<file path="src/core/pllcc_pkg.sv">
// Constants, register layout and carrier types for the PLL clock control block.
// ==========================================================================
// How it works
// - Interrupt enable is writable only in automatic mode, else reads zero; reset clears.
// - Lock change flag sets on each settled-status toggle; irq while flag and enable.
// - A read of pll_control clears the read-only lock change flag unless a settled toggle lands in the same cycle; reset clears.
// - In manual mode the lock change flag reads zero and no irq is raised.
// - Loop enable activates PLL and VCO clock; reset sets it.
// - Loop enable cannot be cleared while base clock select is one.
// - Base clock is half the selected source; 1 is VCO, 0 oscillator; reset clears.
// - Select cannot be set while loop enable is clear; two writes needed.
// - Switchover waits three oscillator edges and, while the loop runs, three VCO edges; output held static.
// - Exponent codes 00, 01, 10 give multipliers 1, 2, 4; software avoids 3.
// - Exponent field ignores writes while loop enabled; reset clears it.
// - Self bandwidth select chooses automatic (1) or manual (0); reset clears.
// - Settled flag is read-only status in automatic mode, zero in manual.
// - Track bit is status in automatic mode, read/write control in manual; reset 0.
// - Manual track value is kept through automatic mode and restored afterwards.
// - Twelve-bit multiplier treats zero as one; reset loads 64.
// - Multiplier bits ignore writes while loop enabled.
// - Upper four bits of multiplier_high read as zero.
// - Eight-bit VCO range register ignores writes while loop enabled; reset 64.
// - VCO range zero disables PLL, clears select and blocks setting it.
package pllcc_pkg;

    // ======================================================================
    // Register byte addresses
    localparam logic [7:0] OFS_PLL_CONTROL       = 8'h00;
    localparam logic [7:0] OFS_BANDWIDTH_CONTROL = 8'h04;
    localparam logic [7:0] OFS_MULTIPLIER_HIGH   = 8'h08;
    localparam logic [7:0] OFS_MULTIPLIER_LOW    = 8'h0C;
    localparam logic [7:0] OFS_VCO_RANGE         = 8'h10;

    // ======================================================================
    // Field positions
    localparam int BIT_LOCK_IRQ_EN   = 7;
    localparam int BIT_LOCK_CHANGE   = 6;
    localparam int BIT_LOOP_ENABLE   = 5;
    localparam int BIT_BASE_SELECT   = 4;
    localparam int BIT_EXP_MSB       = 1;
    localparam int BIT_EXP_LSB       = 0;
    localparam int BIT_SELF_BW       = 7;
    localparam int BIT_SETTLED       = 6;
    localparam int BIT_TRACK         = 5;

    // ======================================================================
    // Reset values
    localparam logic        RST_LOOP_ENABLE = 1'b1;
    localparam logic [1:0]  RST_EXPONENT    = 2'h0;
    localparam logic [11:0] RST_MULTIPLIER  = 12'h040;
    localparam logic [7:0]  RST_RANGE_LIN   = 8'h40;

    // ======================================================================
    // Switchover and bus answers
    localparam logic [1:0]  SWITCH_EDGES    = 2'h3;
    localparam logic [11:0] MULT_ZERO       = 12'h000;
    localparam logic [11:0] MULT_ONE        = 12'h001;
    localparam logic [1:0]  RESP_OKAY       = 2'h0;
    localparam logic [1:0]  RESP_SLVERR     = 2'h2;

    // Settings handed to the analog loop
    typedef struct packed {
        logic        loop_on;
        logic [1:0]  range_exponent;
        logic [7:0]  range_linear;
        logic [11:0] multiplier;
        logic        track_not_capture;
    } pllcc_cfg_t;

    // Status coming back from the analog loop
    typedef struct packed {
        logic settled;
        logic tracking;
    } pllcc_stat_t;

endpackage : pllcc_pkg

</file>
<file path="src/core/pllcc_top.sv">
// PLL clock control registers, write protections and glitch-free base clock.
//
// Implementation choices: the register offsets and the AXI4-Lite slave port.
`timescale 1ns/1ns
`default_nettype none

module pllcc_top #(
    parameter int ADDR_W = 8
) (
    // Clock and reset
    input  wire logic                 aclk,
    input  wire logic                 aresetn,
    // AXI4-Lite write address
    input  wire logic [ADDR_W-1:0]    s_axi_awaddr,
    input  wire logic [2:0]           s_axi_awprot,
    input  wire logic                 s_axi_awvalid,
    output logic                      s_axi_awready,
    // AXI4-Lite write data
    input  wire logic [31:0]          s_axi_wdata,
    input  wire logic [3:0]           s_axi_wstrb,
    input  wire logic                 s_axi_wvalid,
    output logic                      s_axi_wready,
    // AXI4-Lite write response
    output logic [1:0]                s_axi_bresp,
    output logic                      s_axi_bvalid,
    input  wire logic                 s_axi_bready,
    // AXI4-Lite read address
    input  wire logic [ADDR_W-1:0]    s_axi_araddr,
    input  wire logic [2:0]           s_axi_arprot,
    input  wire logic                 s_axi_arvalid,
    output logic                      s_axi_arready,
    // AXI4-Lite read data
    output logic [31:0]               s_axi_rdata,
    output logic [1:0]                s_axi_rresp,
    output logic                      s_axi_rvalid,
    input  wire logic                 s_axi_rready,
    // Source clocks, sampled as pins
    input  wire logic                 oscillator_clock,
    input  wire logic                 vco_clock,
    // Analog loop status, asynchronous
    input  wire pllcc_pkg::pllcc_stat_t loop_status,
    // Outputs
    output pllcc_pkg::pllcc_cfg_t     loop_cfg,
    output logic                      base_clock_out,
    output logic                      lock_irq
);

    // ======================================================================
    // Pin synchronisers
    logic [3:0] sync1_q;
    logic [3:0] sync2_q;
    logic [1:0] clk_prev_q;
    logic       settled_prev_q;

    always_ff @(posedge aclk) begin
        if (!aresetn) begin
            sync1_q <= 4'h0;
            sync2_q <= 4'h0;
        end else begin
            sync1_q <= {oscillator_clock, vco_clock,
                        loop_status.settled, loop_status.tracking};
            sync2_q <= sync1_q;
        end
    end

    wire osc_s      = sync2_q[3];
    wire vco_s      = sync2_q[2];
    wire settled_s  = sync2_q[1];
    wire tracking_s = sync2_q[0];

    always_ff @(posedge aclk) begin
        if (!aresetn) begin
            clk_prev_q     <= 2'h0;
            settled_prev_q <= 1'b0;
        end else begin
            clk_prev_q     <= {osc_s, vco_s};
            settled_prev_q <= settled_s;
        end
    end

    wire osc_edge       = osc_s & ~clk_prev_q[1];
    wire vco_edge       = vco_s & ~clk_prev_q[0];
    wire settled_toggle = settled_s ^ settled_prev_q;

    // ======================================================================
    // Register state
    logic        irq_en_q;
    logic        flag_q;
    logic        loop_en_q;
    logic        select_q;
    logic [1:0]  exponent_q;
    logic        self_bw_q;
    logic        track_manual_q;
    logic [11:0] mult_q;
    logic [7:0]  range_q;

    // ======================================================================
    // Write channel: address and data accepted in either order
    logic              aw_have_q;
    logic              w_have_q;
    logic [ADDR_W-1:0] aw_addr_q;
    logic [7:0]        w_byte_q;
    logic              w_lane_q;
    logic              bvalid_q;
    logic [1:0]        bresp_q;

    assign s_axi_awready = ~aw_have_q;
    assign s_axi_wready  = ~w_have_q;
    assign s_axi_bvalid  = bvalid_q;
    assign s_axi_bresp   = bresp_q;

    wire aw_fire  = s_axi_awvalid & s_axi_awready;
    wire w_fire   = s_axi_wvalid & s_axi_wready;
    wire wr_go    = aw_have_q & w_have_q & ~bvalid_q;

    function automatic logic hit(input logic [ADDR_W-1:0] a, input logic [7:0] ofs);
        hit = (a[ADDR_W-1:2] == ofs[ADDR_W-1:2]);
    endfunction : hit

    function automatic logic mapped(input logic [ADDR_W-1:0] a);
        mapped = hit(a, pllcc_pkg::OFS_PLL_CONTROL) |
                 hit(a, pllcc_pkg::OFS_BANDWIDTH_CONTROL) |
                 hit(a, pllcc_pkg::OFS_MULTIPLIER_HIGH) |
                 hit(a, pllcc_pkg::OFS_MULTIPLIER_LOW) |
                 hit(a, pllcc_pkg::OFS_VCO_RANGE);
    endfunction : mapped

    always_ff @(posedge aclk) begin
        if (!aresetn) begin
            aw_have_q <= 1'b0;
            w_have_q  <= 1'b0;
            aw_addr_q <= '0;
            w_byte_q  <= 8'h00;
            w_lane_q  <= 1'b0;
        end else begin
            if (aw_fire) begin
                aw_have_q <= 1'b1;
                aw_addr_q <= s_axi_awaddr;
            end else if (wr_go) begin
                aw_have_q <= 1'b0;
            end
            if (w_fire) begin
                w_have_q <= 1'b1;
                w_byte_q <= s_axi_wdata[7:0];
                w_lane_q <= s_axi_wstrb[0];
            end else if (wr_go) begin
                w_have_q <= 1'b0;
            end
        end
    end

    always_ff @(posedge aclk) begin
        if (!aresetn) begin
            bvalid_q <= 1'b0;
            bresp_q  <= pllcc_pkg::RESP_OKAY;
        end else if (wr_go) begin
            bvalid_q <= 1'b1;
            bresp_q  <= mapped(aw_addr_q) ? pllcc_pkg::RESP_OKAY : pllcc_pkg::RESP_SLVERR;
        end else if (s_axi_bready) begin
            bvalid_q <= 1'b0;
        end
    end

    // Byte lane 0 carries every register; other lanes are ignored
    wire wr_en     = wr_go & w_lane_q;
    wire wr_ctl    = wr_en & hit(aw_addr_q, pllcc_pkg::OFS_PLL_CONTROL);
    wire wr_bw     = wr_en & hit(aw_addr_q, pllcc_pkg::OFS_BANDWIDTH_CONTROL);
    wire wr_mh     = wr_en & hit(aw_addr_q, pllcc_pkg::OFS_MULTIPLIER_HIGH);
    wire wr_ml     = wr_en & hit(aw_addr_q, pllcc_pkg::OFS_MULTIPLIER_LOW);
    wire wr_rng    = wr_en & hit(aw_addr_q, pllcc_pkg::OFS_VCO_RANGE);

    // ======================================================================
    // Protected next values
    wire range_zero   = (range_q == 8'h00);
    wire wb_loop      = w_byte_q[pllcc_pkg::BIT_LOOP_ENABLE];
    wire wb_select    = w_byte_q[pllcc_pkg::BIT_BASE_SELECT];
    wire frozen       = loop_en_q;

    // Clearing refused while base clock select chooses the VCO
    wire loop_en_d    = wr_ctl ? (wb_loop | select_q) : loop_en_q;
    // Setting refused unless the loop was already on and the range is valid
    wire select_ok    = loop_en_q & ~range_zero;
    wire select_d     = range_zero ? 1'b0 :
                        wr_ctl     ? (wb_select & select_ok) : select_q;

    always_ff @(posedge aclk) begin
        if (!aresetn) begin
            irq_en_q   <= 1'b0;
            loop_en_q  <= pllcc_pkg::RST_LOOP_ENABLE;
            select_q   <= 1'b0;
            exponent_q <= pllcc_pkg::RST_EXPONENT;
        end else begin
            loop_en_q <= loop_en_d;
            select_q  <= select_d;
            if (!self_bw_q) begin
                irq_en_q <= 1'b0;
            end else if (wr_ctl) begin
                irq_en_q <= w_byte_q[pllcc_pkg::BIT_LOCK_IRQ_EN];
            end
            if (wr_ctl && !frozen) begin
                exponent_q <= w_byte_q[pllcc_pkg::BIT_EXP_MSB:pllcc_pkg::BIT_EXP_LSB];
            end
        end
    end

    always_ff @(posedge aclk) begin
        if (!aresetn) begin
            self_bw_q      <= 1'b0;
            track_manual_q <= 1'b0;
        end else if (wr_bw) begin
            self_bw_q <= w_byte_q[pllcc_pkg::BIT_SELF_BW];
            // Automatic mode leaves the stored manual choice untouched
            if (!self_bw_q) begin
                track_manual_q <= w_byte_q[pllcc_pkg::BIT_TRACK];
            end
        end
    end

    always_ff @(posedge aclk) begin
        if (!aresetn) begin
            mult_q  <= pllcc_pkg::RST_MULTIPLIER;
            range_q <= pllcc_pkg::RST_RANGE_LIN;
        end else if (!frozen) begin
            if (wr_mh) begin
                mult_q[11:8] <= w_byte_q[3:0];
            end
            if (wr_ml) begin
                mult_q[7:0] <= w_byte_q;
            end
            if (wr_rng) begin
                range_q <= w_byte_q;
            end
        end
    end

    // ======================================================================
    // Read channel
    logic        rvalid_q;
    logic [31:0] rdata_q;
    logic [1:0]  rresp_q;

    assign s_axi_arready = ~rvalid_q;
    assign s_axi_rvalid  = rvalid_q;
    assign s_axi_rdata   = rdata_q;
    assign s_axi_rresp   = rresp_q;

    wire ar_fire = s_axi_arvalid & s_axi_arready;
    wire rd_ctl  = ar_fire & hit(s_axi_araddr, pllcc_pkg::OFS_PLL_CONTROL);

    wire settled_vis = self_bw_q & settled_s;
    wire flag_vis    = self_bw_q & flag_q;
    wire track_vis   = self_bw_q ? tracking_s : track_manual_q;

    logic [7:0] ctl_byte;
    logic [7:0] bw_byte;
    always_comb begin
        ctl_byte = 8'h00;
        ctl_byte[pllcc_pkg::BIT_LOCK_IRQ_EN] = irq_en_q;
        ctl_byte[pllcc_pkg::BIT_LOCK_CHANGE] = flag_vis;
        ctl_byte[pllcc_pkg::BIT_LOOP_ENABLE] = loop_en_q;
        ctl_byte[pllcc_pkg::BIT_BASE_SELECT] = select_q;
        ctl_byte[pllcc_pkg::BIT_EXP_MSB:pllcc_pkg::BIT_EXP_LSB] = exponent_q;
        bw_byte = 8'h00;
        bw_byte[pllcc_pkg::BIT_SELF_BW] = self_bw_q;
        bw_byte[pllcc_pkg::BIT_SETTLED] = settled_vis;
        bw_byte[pllcc_pkg::BIT_TRACK]   = track_vis;
    end

    wire [7:0] rd_byte =
        hit(s_axi_araddr, pllcc_pkg::OFS_PLL_CONTROL)       ? ctl_byte :
        hit(s_axi_araddr, pllcc_pkg::OFS_BANDWIDTH_CONTROL) ? bw_byte :
        hit(s_axi_araddr, pllcc_pkg::OFS_MULTIPLIER_HIGH)   ? {4'h0, mult_q[11:8]} :
        hit(s_axi_araddr, pllcc_pkg::OFS_MULTIPLIER_LOW)    ? mult_q[7:0] :
        hit(s_axi_araddr, pllcc_pkg::OFS_VCO_RANGE)         ? range_q : 8'h00;

    always_ff @(posedge aclk) begin
        if (!aresetn) begin
            rvalid_q <= 1'b0;
            rdata_q  <= 32'h0000_0000;
            rresp_q  <= pllcc_pkg::RESP_OKAY;
        end else if (ar_fire) begin
            rvalid_q <= 1'b1;
            rdata_q  <= {24'h00_0000, rd_byte};
            rresp_q  <= mapped(s_axi_araddr) ? pllcc_pkg::RESP_OKAY : pllcc_pkg::RESP_SLVERR;
        end else if (s_axi_rready) begin
            rvalid_q <= 1'b0;
        end
    end

    // ======================================================================
    // Lock change flag: a toggle in the clearing cycle keeps the flag set
    always_ff @(posedge aclk) begin
        if (!aresetn) begin
            flag_q <= 1'b0;
        end else if (self_bw_q && settled_toggle) begin
            flag_q <= 1'b1;
        end else if (rd_ctl || !self_bw_q) begin
            flag_q <= 1'b0;
        end
    end

    assign lock_irq = flag_vis & irq_en_q;

    // ======================================================================
    // Base clock: halve the active source, freeze while switching over
    logic       cur_src_q;
    logic       base_q;
    logic [1:0] osc_cnt_q;
    logic [1:0] vco_cnt_q;

    wire loop_run   = loop_en_q & ~range_zero;
    wire switching  = (cur_src_q != select_q);
    wire osc_done   = (osc_cnt_q == pllcc_pkg::SWITCH_EDGES);
    // A stopped VCO cannot supply edges, so its count is waived when off
    wire vco_done   = (vco_cnt_q == pllcc_pkg::SWITCH_EDGES) | ~loop_run;
    wire src_edge   = cur_src_q ? (vco_edge & loop_run) : osc_edge;

    always_ff @(posedge aclk) begin
        if (!aresetn) begin
            cur_src_q <= 1'b0;
            osc_cnt_q <= 2'h0;
            vco_cnt_q <= 2'h0;
        end else if (!switching) begin
            osc_cnt_q <= 2'h0;
            vco_cnt_q <= 2'h0;
        end else if (osc_done && vco_done) begin
            cur_src_q <= select_q;
        end else begin
            if (osc_edge && !osc_done) begin
                osc_cnt_q <= osc_cnt_q + 2'h1;
            end
            if (vco_edge && vco_cnt_q != pllcc_pkg::SWITCH_EDGES) begin
                vco_cnt_q <= vco_cnt_q + 2'h1;
            end
        end
    end

    always_ff @(posedge aclk) begin
        if (!aresetn) begin
            base_q <= 1'b0;
        end else if (!switching && src_edge) begin
            base_q <= ~base_q;
        end
    end

    assign base_clock_out = base_q;

    // ======================================================================
    // Settings to the analog loop, registered
    pllcc_pkg::pllcc_cfg_t cfg_q;
    wire [11:0] mult_eff = (mult_q == pllcc_pkg::MULT_ZERO) ? pllcc_pkg::MULT_ONE : mult_q;

    always_ff @(posedge aclk) begin
        if (!aresetn) begin
            cfg_q <= '0;
        end else begin
            cfg_q.loop_on           <= loop_run;
            cfg_q.range_exponent    <= exponent_q;
            cfg_q.range_linear      <= range_q;
            cfg_q.multiplier        <= mult_eff;
            cfg_q.track_not_capture <= track_vis;
        end
    end

    assign loop_cfg = cfg_q;

endmodule : pllcc_top

`default_nettype wire

</file>
<file path="config.mk">
export PLATFORM = sky130hd
export DESIGN_NAME = pllcc_top
export DESIGN_NICKNAME = d
export VERILOG_FILES = /design/src/core/pllcc_pkg.sv /design/src/core/pllcc_top.sv
export SDC_FILE = /design/constraint.sdc
export NUM_CORES = 1
export LEC_CHECK = 0
export BUFFER_PORTS_ARGS = -buffer_cell sky130_fd_sc_hd__buf_2
export CORE_MARGIN = 2
export CORE_UTILIZATION = 45
export CTS_CLUSTER_SIZE = 28
export DETAILED_ROUTE_END_ITERATION = 8
export PLACE_DENSITY = 0.83
export SLEW_MARGIN = 10
export SYNTH_ARGS = -nofsm -noshare
export SYNTH_HDL_FRONTEND = slang
export SYNTH_SLANG_ARGS = --single-unit
</file>
<file path="constraint.sdc">
create_clock -name aclk -period 4.4 [get_ports aclk]
set_input_delay 0.88 -clock aclk [delete_from_list [all_inputs] [get_ports aclk]]
set_output_delay 0.88 -clock aclk [all_outputs]
set_load 0.005 [all_outputs]
</file>
==> summary.txt <==
Clock network
  • Reg clk slew, reported paths: ~0.09 ns
  • Post-CTS sizing: 0
  • Total CTS buffers: 9
  • CTS tree: built
  • Cts hold-fix bufs: 0
  • Post-CTS Setup Inserts: 0
  • Clock root buffer master: clkbuf_8
  • Clk_lat worst skew: ~0.37 ns
  • CTS Sinks: 98
  • Maximum root-to-sink buffer count: 2
  • CTS HTree Levels: 3

Global route
  • Initial antenna violation count: 0
  • Met1 GRT Util: between 20% and 30%
  • GRT Overall Usage: between 15 and 20%
  • Vias in the first global route: 2860
  • Busiest grt layer: met2
  • Grt ovf: 0
  • Met2 usage: 28.2%
  • Largest net degree at the start of global routing: 61
  • First-pass GRT wire length: between 10000 and 15000 µm
  • Met3 GRT Util: roughly 4.2%

Floorplanning
  • Area of the core: 8300 µm²
  • Die W: 97.2 µm
  • # rows: 33
  • Die H: 97.2 µm
  • Floorplan die area: 9440 µm²
  • Initial Util: a little under half
  • IO Count: 136

Detailed routing
  • Total Wirelength: 8440 µm
  • Vias: 3111
  • Total iterations of the first detailed-routing run: 5
  • DRC: 0
  • Initial drt markers: 154
  • Routed vias/inst: 5.22
  • WL per Instance: 14.2 µm
  • Antenna Nets Post-Route: 0

Critical path
  • RR Startpoint: aw_have_q$_SDFFE_PN0P_
  • CP Capture Type: output pin
  • WP data arrival: ~1.3 ns
  • Crit path launch: self_bw_q$_SDFFE_PN0P_
  • CP max FO: 8
  • RR Endpoint: mult_q[2]$_SDFFE_PN0P_
  • Register-to-register setup slack: around 2.5 ns
  • Crit path kind: register to output pin
  • Reg2Reg Depth: 3
  • Critical path required time: between 3 and 4 ns
  • Startpoint Class: register

Finish
  • Finished Cell Area: between 4000 and 5000 µm²
  • Core Util, Final: 53.5%
  • Share of cells above drive strength 1: 20.0%
  • Fillers: 765
  • P&R area growth vs syn: 13.7%
  • Total Nets Final: 557
  • ANT cells: 0

Synthesis
  • Top-count cell post-synth: dfxtp_1
  • Top cells by count, synth: dfxtp_1 (98), nand2_1 (52), and2_1 (29), nor2_1 (29)
  • Synth Register Bits: 98
  • Post-synthesis sequential area ratio: 50.2%
  • Primary FF master, synth: dfxtp_1
  • Share of the synthesized area in the top cell type: approximately half
  • Post-synth cell types: 54
  • Cells after Synth: 423
  • Synth top area cells: dfxtp_1 (50%), mux2i_1 (5.9%), buf_4 (5.2%)
  • Synth Cell Area: 3900 µm²
  • Yosys warnings: 0
  • Syn_area_per_cell: about 9.2 µm²
  • Ys async rst share: 0%
  • Area leader, netlist: dfxtp_1
  • Post-synth EDFFs: 0

Placement
  • Placed wire-length estimate: ~6000 µm
  • RePlAce Congestion: ~0.83
  • Placed inst area: 4220 µm²
  • Port bufs: 72

Min path
  • Hold path depth: 1
  • HP Class: register to register
  • WHS Endpoint: sync2_q[1]$_SDFF_PN0_
  • Hold path start: sync1_q[1]$_SDFF_PN0_

Timing
  • Slew @ Worst Pin: 0.639 ns
  • Final max-slew violation count: 0
  • Max-slew headroom: 57.3%
  • Hold Fails Final Rpt: 0
  • Final setup vio count: 0
  • Final period util: 49.1%
  • Fin crit period: 2.16 ns
  • Setup tns final: 0 ns
  • Hold_ws: 0.436 ns
  • Skew final: 0.00921 ns
  • Max Fclk: about 460 MHz
  • Unrepaired setup endpoints after global routing: no

Power
  • VDD IR max: between 0.1 and 0.15 mV
  • Pwr Density: 376 nW/µm²
  • Leak: roughly 2.0 nW

Status
  • Run status: complete, no violations

Run
  • Max Cap Viol: 0
-- critical path, cell delays in order (launching register included) --
cell     delay (ns)
dfxtp_1        0.54
and3_1         0.25
buf_2          0.12
-- worst max path at each step --
stage	to	slack, ns	cells past startpoint
after floorplan	s_axi_rdata[0]$_SDFFE_PN0N_	2.53	5
after global placement	vco_cnt_q[1]$_SDFFE_PN0P_	2.22	6
after detailed placement	vco_cnt_q[1]$_SDFFE_PN0P_	2.14	6
after CTS	lock_irq	2.26	2
after global routing	lock_irq	2.21	2
final	lock_irq	2.24	2
-- kinds of logic (layout without fill, tap and decap cells) --
logic type	count (synthesis)	after routing	synth area share, %
AND/OR/NAND/NOR	167	167	22.8
flip-flops	98	98	50.2
AO/OA/AOI/OAI	72	72	11.2
buffers and inverters	57	100	8.39
multiplexers	23	23	5.90
XOR/XNOR	3	3	0.673
adder cells (fa/ha/maj)	2	2	0.641
other	1	26	0.0960
-- final cells by class --
type / instances / area (µm²) / share of cell area (%)
inverters: 10 / 37.5 / 0.845
flip-flops and latches: 98 / 1960 / 44.2
clock inverters: 6 / 87.6 / 1.97
well taps: 105 / 131 / 2.96
multi-input cells: 293 / 1710 / 38.5
clock buffers: 10 / 138 / 3.10
repair buffers: 74 / 375 / 8.45
-- power by group --
part	leakage (nW)	switching [W]	internal (W)
sequential	0.797	0.0000159	0.000906
combinational	1.11	0.0000651	0.0000412
clock	0.117	0.000304	0.000337
-- state kept, by name, summed over array words and instances (netlist names), 2 cells and up --
name         count
loop_cfg        24
mult_q          12
range_q          8
s_axi_rdata      8
w_byte_q         8
aw_addr_q        6
sync1_q          4
sync2_q          4
clk_prev_q       2
exponent_q       2
osc_cnt_q        2
vco_cnt_q        2
-- per-stage QoR --
step / total power [W] / instances / setup slack [ns]
floorplan: 0.00103 / 448 / 2.53
global placement: 0.00104 / 580 / 2.22
detailed placement: 0.00105 / 580 / 2.14
CTS: 0.00168 / 596 / 2.26
global route: 0.00173 / 596 / 2.21
finish: 0.00167 / 596 / 2.24
-- metal layers --
layer	part of all wire (%)	up-vias
met1	43	1420
li1	-	1521
met3	7.7	26
met2	46	144
met5	0	-
met4	3.1	0
-- layout by cell type, fill, tap and decap left out, drive strengths merged, types with 4 or more instances in the layout --
cell type,count
a21oi,18
a22o,4
a22oi,6
and2,29
buf,74
clkbuf,10
clkinv,4
conb,26
dfxtp,98
inv,10
mux2i,23
nand2,52
nand2b,6
nand3,7
nand4,6
nand4b,4
nor2,29
nor2b,6
nor3,6
o21ai,29
No activity file was read; power rests on OpenSTA's default activity.
